### src/verilog/cts_cfg.svh
// Constants for the console trace-stop control block.
`ifndef CTS_CFG_SVH
`define CTS_CFG_SVH
// Register byte offsets on the Wishbone bus.
`define CTS_OFF_CTRL 5'h00
`define CTS_OFF_TADDR 5'h04
`define CTS_OFF_INST 5'h08
`define CTS_OFF_CALT 5'h0c
`define CTS_OFF_STAT 5'h10
// Control register fields.
`define CTS_CTRL_MODE_LSB 0
`define CTS_CTRL_TTYPE_LSB 2
`define CTS_CTRL_OPSW_LSB 5
`define CTS_CTRL_RST 32'h0000_0000
// Trace address register fields.
`define CTS_TADDR_VAL_LSB 0
`define CTS_TADDR_CARE_LSB 16
`define CTS_TADDR_RST 32'h0000_0000
// Instruction word layout.
`define CTS_IR_OP_LSB 22
`define CTS_IR_OPC_LSB 25
`define CTS_IR_M_LSB 6
// Opcodes and codes used when forcing the instruction register.
`define CTS_OPC_CJUMP 5'h1a
`define CTS_OPC_RJUMP 5'h1b
`define CTS_C_SKIP 6'h3f
`define CTS_C_TEST_BIT 5
`endif

### src/verilog/cts_pkg.sv
// Types shared by the console trace-stop control block.
package cts_pkg;
  // Operating mode selected on the panel.
  typedef enum logic [1:0] {CTS_RUN, CTS_ONE_CYCLE, CTS_ONE_INST, CTS_TRACE} cts_mode_t;
  // Trace type selection; one code at a time.
  typedef enum logic [2:0] {CTS_T_OPC, CTS_T_CC, CTS_T_PROC, CTS_T_WRITE, CTS_T_IO} cts_ttype_t;
  // Stop control state.
  typedef enum logic {CTS_ST_RUN, CTS_ST_HALT} cts_state_t;
  // One memory reference seen on the shared memory port.
  typedef struct packed {
    logic valid;
    logic io;
    logic write;
    logic [14:0] addr;
  } cts_mref_t;
  // Trace setup as held in the registers.
  typedef struct packed {
    cts_ttype_t ttype;
    logic [4:0] opc;
    logic [14:0] val;
    logic [14:0] care;
  } cts_tset_t;
endpackage

### src/verilog/cts_sync.sv
// Two-flop synchroniser for panel inputs.
`timescale 1ns/10ps
module cts_sync #(
  parameter int W = 1
) (
  // Clock and reset.
  input wire logic clk_i,
  input wire logic rst_i,
  // Asynchronous in, synchronous out.
  input wire logic [W-1:0] d_i,
  output logic [W-1:0] q_o
);
  logic [W-1:0] s1_r; // First stage, read only by the second.
  // Both stages clear on reset so no button looks pressed at release.
  always_ff @(posedge clk_i) begin
    if (rst_i) begin
      s1_r <= '0;
      q_o <= '0;
    end else begin
      s1_r <= d_i;
      q_o <= s1_r;
    end
  end
endmodule // cts_sync

### src/verilog/cts_trace_cmp.sv
// Trace comparator: opcode and address matching with a care mask.
`timescale 1ns/10ps
module cts_trace_cmp (
  // Clock and reset.
  input wire logic clk_i,
  input wire logic rst_i,
  // Setup and enable.
  input wire logic en_i,
  input wire cts_pkg::cts_tset_t set_i,
  // Core activity.
  input wire logic stat_i,
  input wire logic [4:0] opc_i,
  input wire logic [14:0] cc_i,
  input wire cts_pkg::cts_mref_t ref_i,
  // Registered stop request.
  output logic hit_o
);
  import cts_pkg::*;
  // A cleared care bit is a neutral switch and matches either value.
  function automatic logic addr_hit(input logic [14:0] a, input logic [14:0] v,
                                    input logic [14:0] c);
    addr_hit = ((a ^ v) & c) == 15'h0000;
  endfunction
  wire ref_hit = ref_i.valid && addr_hit(ref_i.addr, set_i.val, set_i.care);
  logic hit_nxt; // Combined match for this cycle.
  // Only the selected type can fire; the code field makes them exclusive.
  always_comb begin
    hit_nxt = 1'b0;
    case (set_i.ttype)
      CTS_T_OPC: hit_nxt = stat_i && (opc_i == set_i.opc);
      CTS_T_CC: hit_nxt = stat_i && addr_hit(cc_i, set_i.val, set_i.care);
      CTS_T_PROC: hit_nxt = ref_hit && !ref_i.io;
      CTS_T_WRITE: hit_nxt = ref_hit && ref_i.write;
      CTS_T_IO: hit_nxt = ref_hit && ref_i.io;
      default: hit_nxt = 1'b0;
    endcase
  end
  // Registering the match lets a traced write finish before the stop.
  always_ff @(posedge clk_i) begin
    if (rst_i) begin
      hit_o <= 1'b0;
    end else begin
      hit_o <= en_i && hit_nxt;
    end
  end
endmodule // cts_trace_cmp

### src/verilog/cts_console.sv
// Console trace-stop and panel control with a Wishbone register slave.
//
// Decided for this implementation: register access over Wishbone and the address map.
`timescale 1ns/10ps
`include "cts_cfg.svh"
module cts_console (
  // Clock and reset.
  input wire logic clk_i,
  input wire logic rst_i,
  // Wishbone classic slave.
  input wire logic cyc_i,
  input wire logic stb_i,
  input wire logic we_i,
  input wire logic [4:0] adr_i,
  input wire logic [3:0] sel_i,
  input wire logic [31:0] dat_i,
  output logic [31:0] dat_o,
  output logic ack_o,
  // Panel buttons and switches (asynchronous).
  input wire logic btn_start_i,
  input wire logic btn_stop_i,
  input wire logic btn_next_m_i,
  input wire logic btn_next_cc_i,
  input wire logic btn_abn_i,
  input wire logic maint_offnorm_i,
  // Core status on the same clock.
  input wire logic stat_i,
  input wire logic cycle_i,
  input wire logic [29:0] ir_i,
  input wire logic [14:0] cc_i,
  input wire cts_pkg::cts_mref_t ref_i,
  input wire logic par_err_i,
  input wire logic par_err_io_i,
  input wire logic even_par_rd_i,
  input wire logic c1_normal_i,
  input wire logic c1_inh_rel_i,
  input wire logic c3_inh_set_i,
  input wire logic c3_inh_rel_i,
  // Core control.
  output logic halt_o,
  output logic ir_ld_o,
  output logic [29:0] ir_ld_val_o,
  output logic end_stat_o,
  output logic ind_wr_o,
  output logic [5:0] ind_val_o,
  // Panel lamps.
  output logic lamp_trace_o,
  output logic lamp_parity_o,
  output logic lamp_abn_o,
  output logic lamp_c3_o,
  output logic lamp_next_m_o,
  output logic lamp_next_cc_o
);
  import cts_pkg::*;

  //////////////////////////////////////////////////////////////////////////////
  // Panel input synchronisation and edge detection.
  //////////////////////////////////////////////////////////////////////////////

  logic [5:0] pan_raw; // Raw panel pins.
  logic [5:0] pan_s; // Synchronised panel pins.
  logic [4:0] btn_q_r; // Previous synchronised button levels.
  assign pan_raw = {maint_offnorm_i, btn_abn_i, btn_next_cc_i, btn_next_m_i,
                    btn_stop_i, btn_start_i};

  // Every panel pin passes two flops before anything reads it.
  cts_sync #(.W(6)) u_sync (
    .clk_i(clk_i),
    .rst_i(rst_i),
    .d_i(pan_raw),
    .q_o(pan_s)
  );

  // Buttons act once per press, on the rising edge of the clean level.
  always_ff @(posedge clk_i) begin
    if (rst_i) begin
      btn_q_r <= 5'h00;
    end else begin
      btn_q_r <= pan_s[4:0];
    end
  end
  wire [4:0] btn_edge = pan_s[4:0] & ~btn_q_r; // One-cycle press pulses.
  wire start_p = btn_edge[0]; // Start pressed.
  wire stop_p = btn_edge[1]; // Program stop pressed.
  wire nm_p = btn_edge[2]; // Next-instruction M pressed.
  wire ncc_p = btn_edge[3]; // Next-instruction CC pressed.
  wire abn_p = btn_edge[4]; // Abnormal button pressed.
  wire offnorm = pan_s[5]; // Maintenance switch off normal.

  //////////////////////////////////////////////////////////////////////////////
  // Register file.
  //////////////////////////////////////////////////////////////////////////////

  logic [31:0] ctrl_r; // Mode, trace type and opcode switches.
  logic [31:0] taddr_r; // Trace address value and care mask.
  logic [29:0] alt_inst_r; // Operator-entered instruction.
  logic alt_pend_r; // Entered instruction waits for start.
  logic [5:0] calt_r; // Pending constant-field alteration.
  logic calt_pend_r; // Alteration waits to be applied.
  logic ack_r; // Bus acknowledge.
  logic [31:0] dat_r; // Read data.

  // Byte-lane merge used by the control and trace address registers.
  function automatic logic [31:0] lane_wr(input logic [31:0] old, input logic [31:0] nw,
                                          input logic [3:0] sel);
    for (int i = 0; i < 4; i++) begin
      lane_wr[i*8 +: 8] = sel[i] ? nw[i*8 +: 8] : old[i*8 +: 8];
    end
  endfunction

  wire bus_req = cyc_i && stb_i && !ack_r; // New access this cycle.
  wire bus_wr = bus_req && we_i; // Write strobe.
  wire wr_ctrl = bus_wr && (adr_i == `CTS_OFF_CTRL); // Control write.
  wire wr_taddr = bus_wr && (adr_i == `CTS_OFF_TADDR); // Trace address write.
  wire wr_inst = bus_wr && (adr_i == `CTS_OFF_INST); // Instruction entry.
  wire wr_calt = bus_wr && (adr_i == `CTS_OFF_CALT); // Constant alteration.

  // Decoded setup fields.
  cts_mode_t mode;
  cts_tset_t tset;
  assign mode = cts_mode_t'(ctrl_r[`CTS_CTRL_MODE_LSB +: 2]);
  assign tset.ttype = cts_ttype_t'(ctrl_r[`CTS_CTRL_TTYPE_LSB +: 3]);
  assign tset.opc = ctrl_r[`CTS_CTRL_OPSW_LSB + 3 +: 5];
  assign tset.val = taddr_r[`CTS_TADDR_VAL_LSB +: 15];
  assign tset.care = taddr_r[`CTS_TADDR_CARE_LSB +: 15];

  // Setup registers take byte lanes; reserved bits stay zero.
  always_ff @(posedge clk_i) begin
    if (rst_i) begin
      ctrl_r <= `CTS_CTRL_RST;
      taddr_r <= `CTS_TADDR_RST;
    end else begin
      if (wr_ctrl) begin
        ctrl_r <= lane_wr(ctrl_r, dat_i, sel_i) & 32'h0000_1fff;
      end
      if (wr_taddr) begin
        taddr_r <= lane_wr(taddr_r, dat_i, sel_i) & 32'h7fff_7fff;
      end
    end
  end

  // Status word read back by software.
  cts_state_t st_r;
  logic trace_r, par_r, abn_r, c3_r, nm_lamp_r, ncc_lamp_r;
  wire [31:0] stat_word = {23'h000000, alt_pend_r, ncc_lamp_r, nm_lamp_r, c3_r,
                           lamp_abn_o, abn_r, par_r, trace_r, st_r == CTS_ST_HALT};

  // Read mux; unmapped offsets read zero and are still acknowledged.
  logic [31:0] rd_mux;
  always_comb begin
    case (adr_i)
      `CTS_OFF_CTRL: rd_mux = ctrl_r;
      `CTS_OFF_TADDR: rd_mux = taddr_r;
      `CTS_OFF_INST: rd_mux = {2'b00, alt_inst_r};
      `CTS_OFF_CALT: rd_mux = {26'h0000000, calt_r};
      `CTS_OFF_STAT: rd_mux = stat_word;
      default: rd_mux = 32'h0000_0000;
    endcase
  end

  // One wait state: ack follows the request by one edge and drops after.
  always_ff @(posedge clk_i) begin
    if (rst_i) begin
      ack_r <= 1'b0;
      dat_r <= 32'h0000_0000;
    end else begin
      ack_r <= bus_req;
      dat_r <= bus_req ? rd_mux : 32'h0000_0000;
    end
  end
  assign ack_o = ack_r;
  assign dat_o = dat_r;

  //////////////////////////////////////////////////////////////////////////////
  // Trace comparator.
  //////////////////////////////////////////////////////////////////////////////

  logic trace_hit; // Registered match.
  cts_trace_cmp u_cmp (
    .clk_i(clk_i),
    .rst_i(rst_i),
    .en_i(mode == CTS_TRACE && st_r == CTS_ST_RUN),
    .set_i(tset),
    .stat_i(stat_i),
    .opc_i(ir_i[`CTS_IR_OPC_LSB +: 5]),
    .cc_i(cc_i),
    .ref_i(ref_i),
    .hit_o(trace_hit)
  );

  //////////////////////////////////////////////////////////////////////////////
  // Stop control.
  //////////////////////////////////////////////////////////////////////////////

  wire stopped = (st_r == CTS_ST_HALT); // Processor held.
  wire ir_op_jump = (ir_i[`CTS_IR_OPC_LSB +: 5] == `CTS_OPC_CJUMP) ||
                    (ir_i[`CTS_IR_OPC_LSB +: 5] == `CTS_OPC_RJUMP); // Jump in register.
  wire inst_stop = (mode == CTS_ONE_INST) && stat_i;
  wire cyc_stop = (mode == CTS_ONE_CYCLE) && cycle_i; // One-cycle step done.
  wire cond_stop = trace_hit || inst_stop || cyc_stop; // Stop condition met.
  wire start_ok = start_p && stopped && !abn_r;

  // Halting only holds instruction flow; memory traffic of the units goes on.
  cts_state_t st_nxt;
  always_comb begin
    st_nxt = st_r;
    case (st_r)
      CTS_ST_RUN: begin
        if (cond_stop || stop_p || abn_r) begin
          st_nxt = CTS_ST_HALT;
        end
      end
      CTS_ST_HALT: begin
        if (start_ok) begin
          st_nxt = CTS_ST_RUN;
        end
      end
      default: st_nxt = CTS_ST_HALT;
    endcase
  end

  // Reset leaves the processor stopped until the operator starts it.
  always_ff @(posedge clk_i) begin
    if (rst_i) begin
      st_r <= CTS_ST_HALT;
    end else begin
      st_r <= st_nxt;
    end
  end
  assign halt_o = stopped;

  // Trace-stop lamp: a stop condition while running sets it, the stop button does not; start clears it, and a stop condition on that edge is ignored.
  always_ff @(posedge clk_i) begin
    if (rst_i) begin
      trace_r <= 1'b0;
    end else if (!stopped && cond_stop) begin
      trace_r <= 1'b1;
    end else if (start_ok) begin
      trace_r <= 1'b0;
    end
  end

  //////////////////////////////////////////////////////////////////////////////
  // Instruction register forcing.
  //////////////////////////////////////////////////////////////////////////////

  // Entered instruction is held until start uses it; a constant alteration is pending for one cycle only.
  always_ff @(posedge clk_i) begin
    if (rst_i) begin
      alt_inst_r <= 30'h00000000;
      alt_pend_r <= 1'b0;
      calt_r <= 6'h00;
      calt_pend_r <= 1'b0;
    end else begin
      if (wr_inst && stopped && mode == CTS_ONE_INST) begin
        alt_inst_r <= dat_i[29:0];
        alt_pend_r <= 1'b1;
      end else if (start_ok) begin
        alt_pend_r <= 1'b0;
      end
      if (wr_calt && stopped && ir_op_jump) begin
        calt_r <= dat_i[5:0];
        calt_pend_r <= 1'b1;
      end else begin
        calt_pend_r <= 1'b0;
      end
    end
  end

  // Forced words keep the operand address; only opcode or constant change.
  wire [29:0] ir_skip = {`CTS_OPC_CJUMP, ir_i[`CTS_IR_OP_LSB +: 3],
                         ir_i[`CTS_IR_M_LSB +: 16], `CTS_C_SKIP};
  wire [29:0] ir_zero_c = {ir_i[29:6], 6'h00};
  wire [29:0] ir_new_c = {ir_i[29:6], calt_r};
  wire calt_direct = calt_pend_r && !calt_r[`CTS_C_TEST_BIT]; // Not a test.

  // One forcing action per cycle; priority is start, then next CC, then next M, then constant alteration.
  logic ld_nxt, es_nxt;
  logic [29:0] ld_val_nxt;
  always_comb begin
    ld_nxt = 1'b0;
    es_nxt = 1'b0;
    ld_val_nxt = ir_ld_val_o;
    if (start_ok && alt_pend_r) begin
      ld_nxt = 1'b1;
      ld_val_nxt = alt_inst_r;
    end else if (ncc_p && stopped) begin
      ld_nxt = 1'b1;
      es_nxt = 1'b1;
      ld_val_nxt = ir_skip;
    end else if (nm_p && stopped && ir_op_jump) begin
      ld_nxt = 1'b1;
      ld_val_nxt = ir_zero_c;
    end else if (calt_pend_r) begin
      ld_nxt = 1'b1;
      ld_val_nxt = ir_new_c;
    end
  end

  // Load strobes are single cycles; the value stays until the next load.
  always_ff @(posedge clk_i) begin
    if (rst_i) begin
      ir_ld_o <= 1'b0;
      end_stat_o <= 1'b0;
      ir_ld_val_o <= 30'h00000000;
      ind_wr_o <= 1'b0;
      ind_val_o <= 6'h00;
    end else begin
      ir_ld_o <= ld_nxt;
      end_stat_o <= es_nxt;
      ir_ld_val_o <= ld_val_nxt;
      ind_wr_o <= calt_direct;
      if (calt_direct) begin
        ind_val_o <= calt_r;
      end
    end
  end

  // Next-instruction lamps light on a press with a jump held.
  always_ff @(posedge clk_i) begin
    if (rst_i) begin
      nm_lamp_r <= 1'b0;
      ncc_lamp_r <= 1'b0;
    end else if (start_ok) begin
      nm_lamp_r <= 1'b0;
      ncc_lamp_r <= 1'b0;
    end else if (ir_op_jump) begin
      if (nm_p) begin
        nm_lamp_r <= 1'b1;
        ncc_lamp_r <= 1'b0;
      end else if (ncc_p) begin
        ncc_lamp_r <= 1'b1;
        nm_lamp_r <= 1'b0;
      end
    end
  end
  assign lamp_next_m_o = nm_lamp_r;
  assign lamp_next_cc_o = ncc_lamp_r;

  //////////////////////////////////////////////////////////////////////////////
  // Error and inhibit indicators.
  //////////////////////////////////////////////////////////////////////////////

  // Parity lamp ignores peripheral errors; a new error beats a clear.
  wire par_set = par_err_i && !par_err_io_i;
  wire par_clr = start_ok || (c1_normal_i && c1_inh_rel_i);
  always_ff @(posedge clk_i) begin
    if (rst_i) begin
      par_r <= 1'b0;
    end else if (par_set) begin
      par_r <= 1'b1;
    end else if (par_clr) begin
      par_r <= 1'b0;
    end
  end

  // Double parity fault latches abnormal; only its own button clears it.
  always_ff @(posedge clk_i) begin
    if (rst_i) begin
      abn_r <= 1'b0;
    end else if (even_par_rd_i && par_r) begin
      abn_r <= 1'b1;
    end else if (abn_p) begin
      abn_r <= 1'b0;
    end
  end

  // Class III lamp tracks the program inhibit; setting wins a tie.
  always_ff @(posedge clk_i) begin
    if (rst_i) begin
      c3_r <= 1'b0;
    end else if (c3_inh_set_i) begin
      c3_r <= 1'b1;
    end else if (c3_inh_rel_i) begin
      c3_r <= 1'b0;
    end
  end

  // Lamp outputs.
  assign lamp_trace_o = trace_r;
  assign lamp_parity_o = par_r;
  assign lamp_abn_o = abn_r || offnorm;
  assign lamp_c3_o = c3_r;
endmodule // cts_console

### config.mk
export PLATFORM = sky130hd
export DESIGN_NAME = cts_console
export DESIGN_NICKNAME = d
export VERILOG_FILES = /design/src/verilog/cts_pkg.sv /design/src/verilog/cts_sync.sv /design/src/verilog/cts_trace_cmp.sv /design/src/verilog/cts_console.sv
export VERILOG_INCLUDE_DIRS = /design/src /design/src/verilog
export SDC_FILE = /design/constraint.sdc
export NUM_CORES = 1
export LEC_CHECK = 0
export BUFFER_PORTS_ARGS = -buffer_cell sky130_fd_sc_hd__buf_4
export CORE_ASPECT_RATIO = 1.75
export CORE_UTILIZATION = 50
export DETAILED_ROUTE_END_ITERATION = 12
export PLACE_DENSITY = 0.76
export SYNTH_ARGS = -nofsm -noshare
export SYNTH_HDL_FRONTEND = slang
export SYNTH_SLANG_ARGS = --single-unit
### constraint.sdc
create_clock -name clk_i -period 2.2 [get_ports clk_i]
set_input_delay 0.11 -clock clk_i [delete_from_list [all_inputs] [get_ports clk_i]]
set_output_delay 0.11 -clock clk_i [all_outputs]
set_load 0.03 [all_outputs]
==> impl_metrics.yaml, run 1 <==
status:
  outcome: "completed"
critical_path:
  crit_type: "primary input to register"
  crit_path_start_kind: "primary input"
  cp-end-kind: "register"
  crit_fanout: 31
  cp.arrival_ns: 2.22
  worstPathRequired_ns: 2.52
synth:
  yosys.area.top_type: "dfxtp_1"
  synth_area_sq_um: 7102
  synth_top_area_share_pct: 49.89
  ys_warn_count: 0
  syn_area_per_cell_sq_um: 9.406
  seq_area_frac_synth_pct: 49.89
  yosys.cell_types.count: 58
  synthAdderAreaFrac_pct: 0
  yosys-top-cells-area: "dfxtp_1 (50%), mux2i_1 (10%), nand2_1 (5.4%)"
  synth_xor_area_share_pct: 4.316
  yosys.area_share.simple_pct: 18.43
  ys_ff_latch: 177
  syn_inst: 755
  synthMuxAreaShare_pct: 10.29
  synth-async-reset-ratio_pct: 0
  syn-num-nets: 879
  synth_top_family_by_area: "simple AND/OR/NAND/NOR gates"
  synth-main-ff-cell: "dfxtp_1"
  synth-edff-count: 0
  synth_compound_area_share_pct: 13.64
pwr:
  peakVddDrop_mv: 0.5497
  switching_share_pct: 23.67
  power.leakage_uw: 0.004509
  pwr-share-seq_pct: 47.5
  p_int_uw: 5241
  powerDensity_nw_per_um2: 690.8
  power_frac_clock_pct: 43.9
  combPwrFrac_pct: 8.5
  power.switching_uw: 1625
timing:
  timing.fmax_ghz: 0.5270
  rsz0062_at_grt: "false"
  fin_crit_ns: 1.898
  setup_tns_ns: 0
  setup_slack_ns: 0.3023
  fin_skew_ns: 0.009934
  worst_pin_slew_ns: 0.6731
  period_share_pct: 86.26
  relSlewSlack_pct: 55.13
  hold_viol: 0
  slew_violations: 0
  finalSetupViolCount: 0
floorplanning:
  io_pins: 203
  num_rows: 57
  die_x_microns: 92.09
  die-height_microns: 159.7
  die_area_sq_um: 14700
  core_area_sq_um: 13910
  initial_core_util_pct: 51.07
grt:
  grt_pass1_wl_mm: 33.49
  gr-total-overflow: 0
  antenna_found_initial: 0
  grt_use_total_pct: 30.04
  grt_pass1_vias: 6287
  grt_max_degree: 51
final_layout:
  final_common_cell: "buf_4"
  nets: 1133
  n_antenna_cell: 0
  final_cell_mix: "buf_4 (216), dfxtp_1 (177), nand2_1 (102), nor2_1 (91), mux2i_1 (73)"
  layout-drive-gt1-share_pct: 25.83
  fin_cells: 1199
  area_delta_synth_final_pct: 39.96
clocking:
  cts_made_buffers: 17
  clkTransAtPathRegs_ns: 0.07
  h-tree-depth: 4
  cts_resized: 0
  clk_latency_ns: 0.42
  post_cts_buffers: 0
  cts-root-buf: "clkbuf_16"
  ctsHoldBuffers: 63
  cts_sinks: 177
  clockBufferDepth: 2
  cts_tree: "built"
detailed_routing:
  wl_per_cell_microns: 18.28
  drc_errors: 0
  drt-total-wl_mm: 21.92
  drtIter0Drc: 297
  dr.pass1.iters: 5
  vias: 6510
  viasPerCell: 5.430
  drtAntennaViolNets: 0
flow_run:
  drv_cap: 0
placed_design:
  hpwl_mm: 15.44
  place_inst: 1104
  port_buffers: 194
  gp_congestion: 0.9028
  post-place-ws_ns: 0.3032
hold_path:
  hold_class: "primary input to register"
[per-stage QoR]
stage | instance area [sq um] | utilization [%] | hold slack (ns) | total power, uW
6_report | 9940 | 71.47 | 0.04371 | 6866
4_1_cts | 9940 | 71.47 | 0.03843 | 6876
2_1_floorplan | 7102 | - | 0.2274 | 3534
5_1_grt | 9940 | 71.47 | 0.05402 | 7040
3_5_place_dp | 8727 | 62.75 | 0.3247 | 3823
3_3_place_gp | 8727 | 62.75 | 0.3190 | 3818
[flip-flops by register name (all words and copies together) (netlist names), 5 cells and up]
register / flops
btn_q_r: 5
ctrl_r: 13
calt_r: 6
ir_ld_val_o: 30
ind_val_o: 6
u_sync.q_o: 6
dat_o: 31
alt_inst_r: 30
u_sync.s1_r: 6
taddr_r: 30
[cell usage after synthesis (6+ instances only)]
cell type and instances:
dfxtp_1 177, nand2_1 102, nor2_1 91, mux2i_1 73, a21oi_1 53, a22oi_1 37, xor2_1 31, o21ai_0 30
clkbuf_1 24, nor2b_1 20, a222oi_1 9, buf_2 9, inv_1 6, nor3_1 6, o31ai_1 6
[final timing paths]
| check | startpoint | end | slack, ns | cells past startpoint |
|---|---|---|---|---|
| worst min-delay path | rst_i | btn_q_r[4] | 0.04 | 2 |
| worst min register to register | u_sync.s1_r[1] | u_sync.q_o[1] | 0.44 | 1 |
| worst max register to register | halt_o | ir_ld_val_o[12] | 0.38 | 5 |
| worst max-delay path | stb_i | dat_o[0] | 0.30 | 8 |
[worst max-delay path: stages]
cell	delay, ns
dlygate4sd3_1	0.53
buf_4	0.10
nand2_1	0.04
dlygate4sd3_1	0.55
nor3_1	0.22
nand3_1	0.12
buf_4	0.28
a21oi_1	0.28
[cells by family after synthesis]
| family | Yosys count |
|---|---|
| AND/OR/NAND/NOR | 267 |
| flip-flops | 177 |
| AO/OA/AOI/OAI | 152 |
| multiplexers | 73 |
| buffers and inverters | 50 |
| XOR/XNOR | 35 |
| other | 1 |
[metal layers]
metal	track usage, %	share of wire [%]	vias up
li1	-	-	3129
met1	31.87	37	3080
met2	54.44	53	240
met3	5.000	4.5	61
met4	18.18	5.6	0
met5	0	0	-
[power by group through the flow]
stage | logic (uW) | clock network, uW | registers, uW
after floorplan | 158 | 0 | 3380
after CTS | 580 | 3030 | 3260
after detailed placement | 486 | 0 | 3340
final | 585 | 3020 | 3260
after global placement | 482 | 0 | 3340
after global routing | 621 | 3150 | 3270
[layout make-up]
| type | instances | area, sq um |
|---|---|---|
| Fill cell | 1060 | 3968 |
| Sequential cell | 177 | 3543 |
| Multi-Input combinational cell | 528 | 3318 |
| Timing Repair Buffer | 279 | 2252 |
| Clock buffer | 19 | 432.9 |
| Tap cell | 177 | 221.5 |
| Clock inverter | 13 | 148.9 |
| Inverter | 6 | 22.52 |
(Power assumes the default switching activity.)
==> run 2: changes to the inputs <==
--- a/config.mk
+++ b/config.mk
@@ -6,6 +6,7 @@
 export SDC_FILE = /design/constraint.sdc
 export NUM_CORES = 1
 export LEC_CHECK = 0
+export ABC_AREA = 1
 export BUFFER_PORTS_ARGS = -buffer_cell sky130_fd_sc_hd__buf_4
 export CORE_ASPECT_RATIO = 1.75
 export CORE_UTILIZATION = 50
==> run 2 against run 1 <==
Cell area up 2.4%. Highest routed layer unchanged. Sequential power hardly changed. Setup slack lost 0.034 ns. Via count rose by 19%. First-iteration DRC count is 38% higher. Flip-flop and latch count did not move. Final cell count rose by 23%. Die area increased by 5.1%. Wire length is 13% higher.
==> impl_metrics.yaml, run 2 <==
synth:
  seq_area_frac_synth_pct: 47.45
  synth_common_cells: "nand2_1 (240), dfxtp_1 (177), nor2_1 (122), inv_1 (119), a21oi_1 (100)"
  yosys.area.top_type: "dfxtp_1"
  synth_area_sq_um: 7467
  synth.most_common_cell: "nand2_1"
  synth_top_area_share_pct: 47.45
  synth-main-ff-cell: "dfxtp_1"
  yosys.cell_types.count: 32
  yosys-top-cells-area: "dfxtp_1 (47%), nand2_1 (12%), a21oi_1 (6.7%)"
  synth-async-reset-ratio_pct: 0
  ys_warn_count: 0
  syn-num-nets: 1165
  syn_inst: 1041
  synth-edff-count: 0
  ys_ff_latch: 177
  syn_area_per_cell_sq_um: 7.173
floorplanning:
  die-height_microns: 163.7
  io_pins: 203
  die_x_microns: 94.38
  die_area_sq_um: 15450
  initial_core_util_pct: 51.45
  num_rows: 58
  core_area_sq_um: 14510
final_layout:
  final_cell_mix: "nand2_1 (240), buf_4 (209), dfxtp_1 (177), nor2_1 (122), inv_1 (118)"
  n_antenna_cell: 0
  nets: 1403
  layout-drive-gt1-share_pct: 20.36
  final_common_cell: "nand2_1"
  largest_reg_flops: 31
  area_delta_synth_final_pct: 36.36
critical_path:
  crit_chain: "inv_1, nand4_1, nor2_4, nand3_1, dlygate4sd3_1, a21oi_1"
  crit_path_start_kind: "register"
  cpPeakStageDelay_ns: 0.59
  crit_start: "ack_o"
  rr_startpoint: "ack_o"
  cp-end-kind: "register"
  reg2reg_depth: 6
  r2r-end: "taddr_r[14]"
  cp.arrival_ns: 2.28
  worstPathRequired_ns: 2.55
  crit_type: "register to register"
  cp_slowest_cell: "dlygate4sd3_1"
  crit_fanout: 10
  rrSetupSlack_ns: 0.27
  crit_end: "taddr_r[14]"
detailed_routing:
  drc_errors: 0
  drtAntennaViolNets: 0
  wl_met1_mm: 8.586
  viasPerCell: 5.267
  wl_met2_mm: 13.05
  routed.top_layer: "met4"
  drt-total-wl_mm: 24.80
  wl_per_cell_microns: 16.85
  dr.pass1.iters: 8
  drtIter0Drc: 409
  wl_met3_mm: 1.137
  vias: 7753
timing:
  timing.hold.ws_ns: 0.006569
  fin_crit_ns: 1.932
  setup_tns_ns: 0
  finalSetupViolCount: 0
  rsz0062_at_grt: "false"
  timing.fmax_ghz: 0.5176
  fin_skew_ns: 0.009102
  slew_violations: 0
  worst_pin_slew_ns: 0.7703
  period_share_pct: 87.82
  hold_viol: 0
  relSlewSlack_pct: 48.52
clocking:
  cts_sinks: 177
  clockBufferDepth: 2
  post_cts_buffers: 0
  clkTransAtPathRegs_ns: 0.07
  cts_resized: 0
  cts_made_buffers: 17
  cts-root-buf: "clkbuf_16"
  cts_tree: "built"
  ctsHoldBuffers: 58
  h-tree-depth: 4
  clk_latency_ns: 0.43
pwr:
  peakVddDrop_mv: 0.5691
  powerDensity_nw_per_um2: 678.8
  power.leakage_uw: 0.004499
grt:
  antenna_found_initial: 0
  grt_pass1_vias: 7550
  grt_use_total_pct: 33.13
  grt_pass1_wl_mm: 38.05
  grt_max_degree: 62
  gr-total-overflow: 0
status:
  outcome: "completed"
hold_path:
  hold_class: "primary input to register"
  hold_path_depth: 3
placed_design:
  port_buffers: 194
  gp_congestion: 0.8919
  hpwl_mm: 18.35
flow_run:
  drv_cap: 0
-- run 2: cell count changes in the layout (fill, tap and decap cells not counted), sizes merged, moves of 47 or more --
cell / delta
nand2: +139
inv: +116
mux2i: -73
o21ai: +60
nand3: +59
a21oi: +47
-- run 2: cell type report --
cell class              instances  area [sq um]
fillers                      1219          4332
inverters                     123         461.7
clock buffers                  19         432.9
multi-input cells             693          3218
well taps                     180         225.2
repair buffers                267          2150
flip-flops and latches        177          3543
clock inverters                13         151.4
-- run 2: routing by layer --
metal	global-route usage, %	up-vias
met3	5.121	94
met5	0	-
met1	33.15	3499
li1	-	3839
met4	26.64	0
met2	59.12	321
-- run 2: kinds of logic after synthesis --
logic type	Yosys count	synth area share [%]
other	1	0.05022
DFF	177	47.45
xor gates and xnor gates	3	0.3519
AOI/OAI and AO/OA	234	17.02
and+or+nand+nor	455	25.67
buffers and inverters	171	9.450
-- run 2: worst max-delay path: cells and delay by family, from the launching register on --
family,cells,cell delay (ns)
flops,1,0.33
buf+inv,2,0.64
compound gates,1,0.14
simple gates,3,0.75
-- run 2: metrics by stage --
step / utilization [%] / worst slack (ns) / cells / total power [uW] / instance area, sq um
2_1_floorplan: - / 0.5454 / 1041 / 3565 / 7467
3_3_place_gp: 62.13 / 0.3546 / 1382 / 3850 / 9017
3_5_place_dp: 62.13 / 0.3494 / 1382 / 3855 / 9017
4_1_cts: 70.16 / 0.3401 / 1472 / 6924 / 10180
5_1_grt: 70.16 / 0.1552 / 1472 / 7114 / 10180
6_report: 70.16 / 0.2680 / 1472 / 6911 / 10180
-- run 2: worst min path at each step --
stage / slack [ns] / end / from
after detailed placement: 0.32 / lamp_parity_o / par_err_io_i
after global placement: 0.31 / u_sync.s1_r[0] / btn_start_i
after global routing: 0.01 / calt_r[1] / dat_i[1]
final: 0.007 / calt_r[1] / dat_i[1]
after CTS: 0.0003 / alt_inst_r[8] / dat_i[8]
after floorplan: 0.22 / u_sync.s1_r[0] / btn_start_i
-- run 2: report_power, final --
group	switching, uW	internal, uW
clock	1340	1700
combinational	312	296
sequential	20.6	3240
total	1670	5240
==> run 3: changes to the inputs <==
--- a/config.mk
+++ b/config.mk
@@ -11,7 +11,7 @@
 export CORE_ASPECT_RATIO = 1.75
 export CORE_UTILIZATION = 50
 export DETAILED_ROUTE_END_ITERATION = 12
-export PLACE_DENSITY = 0.76
+export PLACE_DENSITY = 0.77
 export SYNTH_ARGS = -nofsm -noshare
 export SYNTH_HDL_FRONTEND = slang
 export SYNTH_SLANG_ARGS = --single-unit
==> run 3 against run 2 <==
The flow now finishes with violations (hold timing). Sequential power hardly changed. Clock power hardly changed. Utilization increased by 0.53 points. Register-to-register slack worse by 0.13 ns. Critical path type unchanged. Non-clock buffer count up 3. First-iteration DRC count rose by 9.8%.
==> impl_metrics.yaml, run 3 (same netlist as run 2, synthesis figures left out) <==
grt:
  antenna_found_initial: 0
  grt_use_total_pct: 32.92
  grt_pass1_vias: 7599
  gr-total-overflow: 0
  grt_pass1_wl_mm: 37.87
  grt_max_degree: 52
floorplanning:
  io_pins: 203
  core_area_sq_um: 14510
  die_area_sq_um: 15450
  num_rows: 58
  initial_core_util_pct: 51.45
  die_x_microns: 94.38
  die-height_microns: 163.7
detailed_routing:
  drt-total-wl_mm: 25.04
  viasPerCell: 5.338
  drtIter0Drc: 449
  vias: 7874
  drtAntennaViolNets: 0
  dr.pass1.iters: 5
  wl_per_cell_microns: 16.98
  drc_errors: 0
clocking:
  cts_sinks: 177
  cts_made_buffers: 17
  cts_tree: "built"
  cts-root-buf: "clkbuf_16"
  h-tree-depth: 4
  clkTransAtPathRegs_ns: 0.07
  ctsHoldBuffers: 66
  post_cts_buffers: 0
  clockBufferDepth: 2
  cts_resized: 0
  clk_latency_ns: 0.43
timing:
  setup_tns_ns: 0
  timing.fmax_ghz: 0.4853
  fin_crit_ns: 2.061
  period_share_pct: 93.66
  setup_slack_ns: 0.1395
  hold_viol: 1
  slew_violations: 0
  finalSetupViolCount: 0
  timing.hold.ws_ns: -0.0007880
  rsz0062_at_grt: "false"
  relSlewSlack_pct: 49.26
  fin_skew_ns: 0.01237
  worst_pin_slew_ns: 0.7593
final_layout:
  area_delta_synth_final_pct: 37.38
  seqCellArea_sq_um: 3543
  largest_reg_flops: 31
  fin_cells: 1475
  multi_input_area_sq_um: 3218
  layout-drive-gt1-share_pct: 20.08
  final_common_cell: "nand2_1"
  n_antenna_cell: 0
  final_cell_mix: "nand2_1 (240), buf_4 (202), dfxtp_1 (177), nor2_1 (122), inv_1 (118)"
  fillers: 1231
  nets: 1406
critical_path:
  cp.arrival_ns: 2.43
  crit_fanout: 10
  crit_type: "register to register"
  crit_path_start_kind: "register"
  reg2reg_depth: 7
  worstPathRequired_ns: 2.57
  cp-end-kind: "register"
hold_path:
  hold_class: "primary input to register"
  hold_path_depth: 5
status:
  outcome: "finished, violations left"
  violations: "hold timing"
pwr:
  finalPower_uw: 6927
  power.leakage_uw: 0.004510
  powerDensity_nw_per_um2: 675.3
  peakVddDrop_mv: 0.5275
placed_design:
  port_buffers: 194
  post-place-ws_ns: 0.2569
  gp_congestion: 0.9231
  place_inst: 1377
  hpwl_mm: 18.03
flow_run:
  drv_cap: 0
## run 3: changes by cell type in the layout (fill, tap and decap cells not counted)
cell	previous run	this run
buf_12	0	2
buf_4	209	202
bufinv_16	2	1
clkbuf_1	2	0
clkbuf_8	0	2
clkinv_2	2	0
clkinv_4	2	3
dlygate4sd3_1	58	66
inv_6	3	4
inv_8	2	3
## run 3: critical path, cell delays in order, from the launching register on
cell           delay, ns
dfxtp_1             0.33
inv_1               0.05
nand4_1             0.22
nor2_4              0.40
buf_4               0.23
nand3_1             0.07
dlygate4sd3_1       0.56
a21oi_1             0.13
## run 3: metal layers
layer	GRT usage [%]	wire, microns
met2	59.09	13100
met5	0	0
met1	32.66	8467
met3	4.376	1356
met4	27.48	2118
## run 3: power breakdown
group	internal (uW)	switching (uW)
Combinational	299	315
Clock	1660	1390
Sequential	3240	22.6
Total	5200	1720
## run 3: stage by stage
step	instance area (sq um)	utilization [%]
global route	10260	70.68
global placement	9005	62.04
floorplan	7467	-
CTS	10260	70.68
detailed placement	9005	62.04
finish	10260	70.68
## run 3: final timing paths
path,slack (ns),startpoint,end
setup / recovery,0.14,ack_o,taddr_r[23]
setup reg to reg,0.14,ack_o,taddr_r[23]
hold / removal,-0.0008,ir_i[15],ir_ld_val_o[15]
hold reg to reg,0.41,u_sync.s1_r[3],u_sync.q_o[3]
## run 3: layout make-up
class | count | area share (%)
Sequential cell | 177 | 34.54
Multi-Input combinational cell | 693 | 31.37
Timing Repair Buffer | 270 | 21.61
Inverter | 123 | 4.501
Clock buffer | 19 | 4.415
Tap cell | 180 | 2.195
Clock inverter | 13 | 1.366
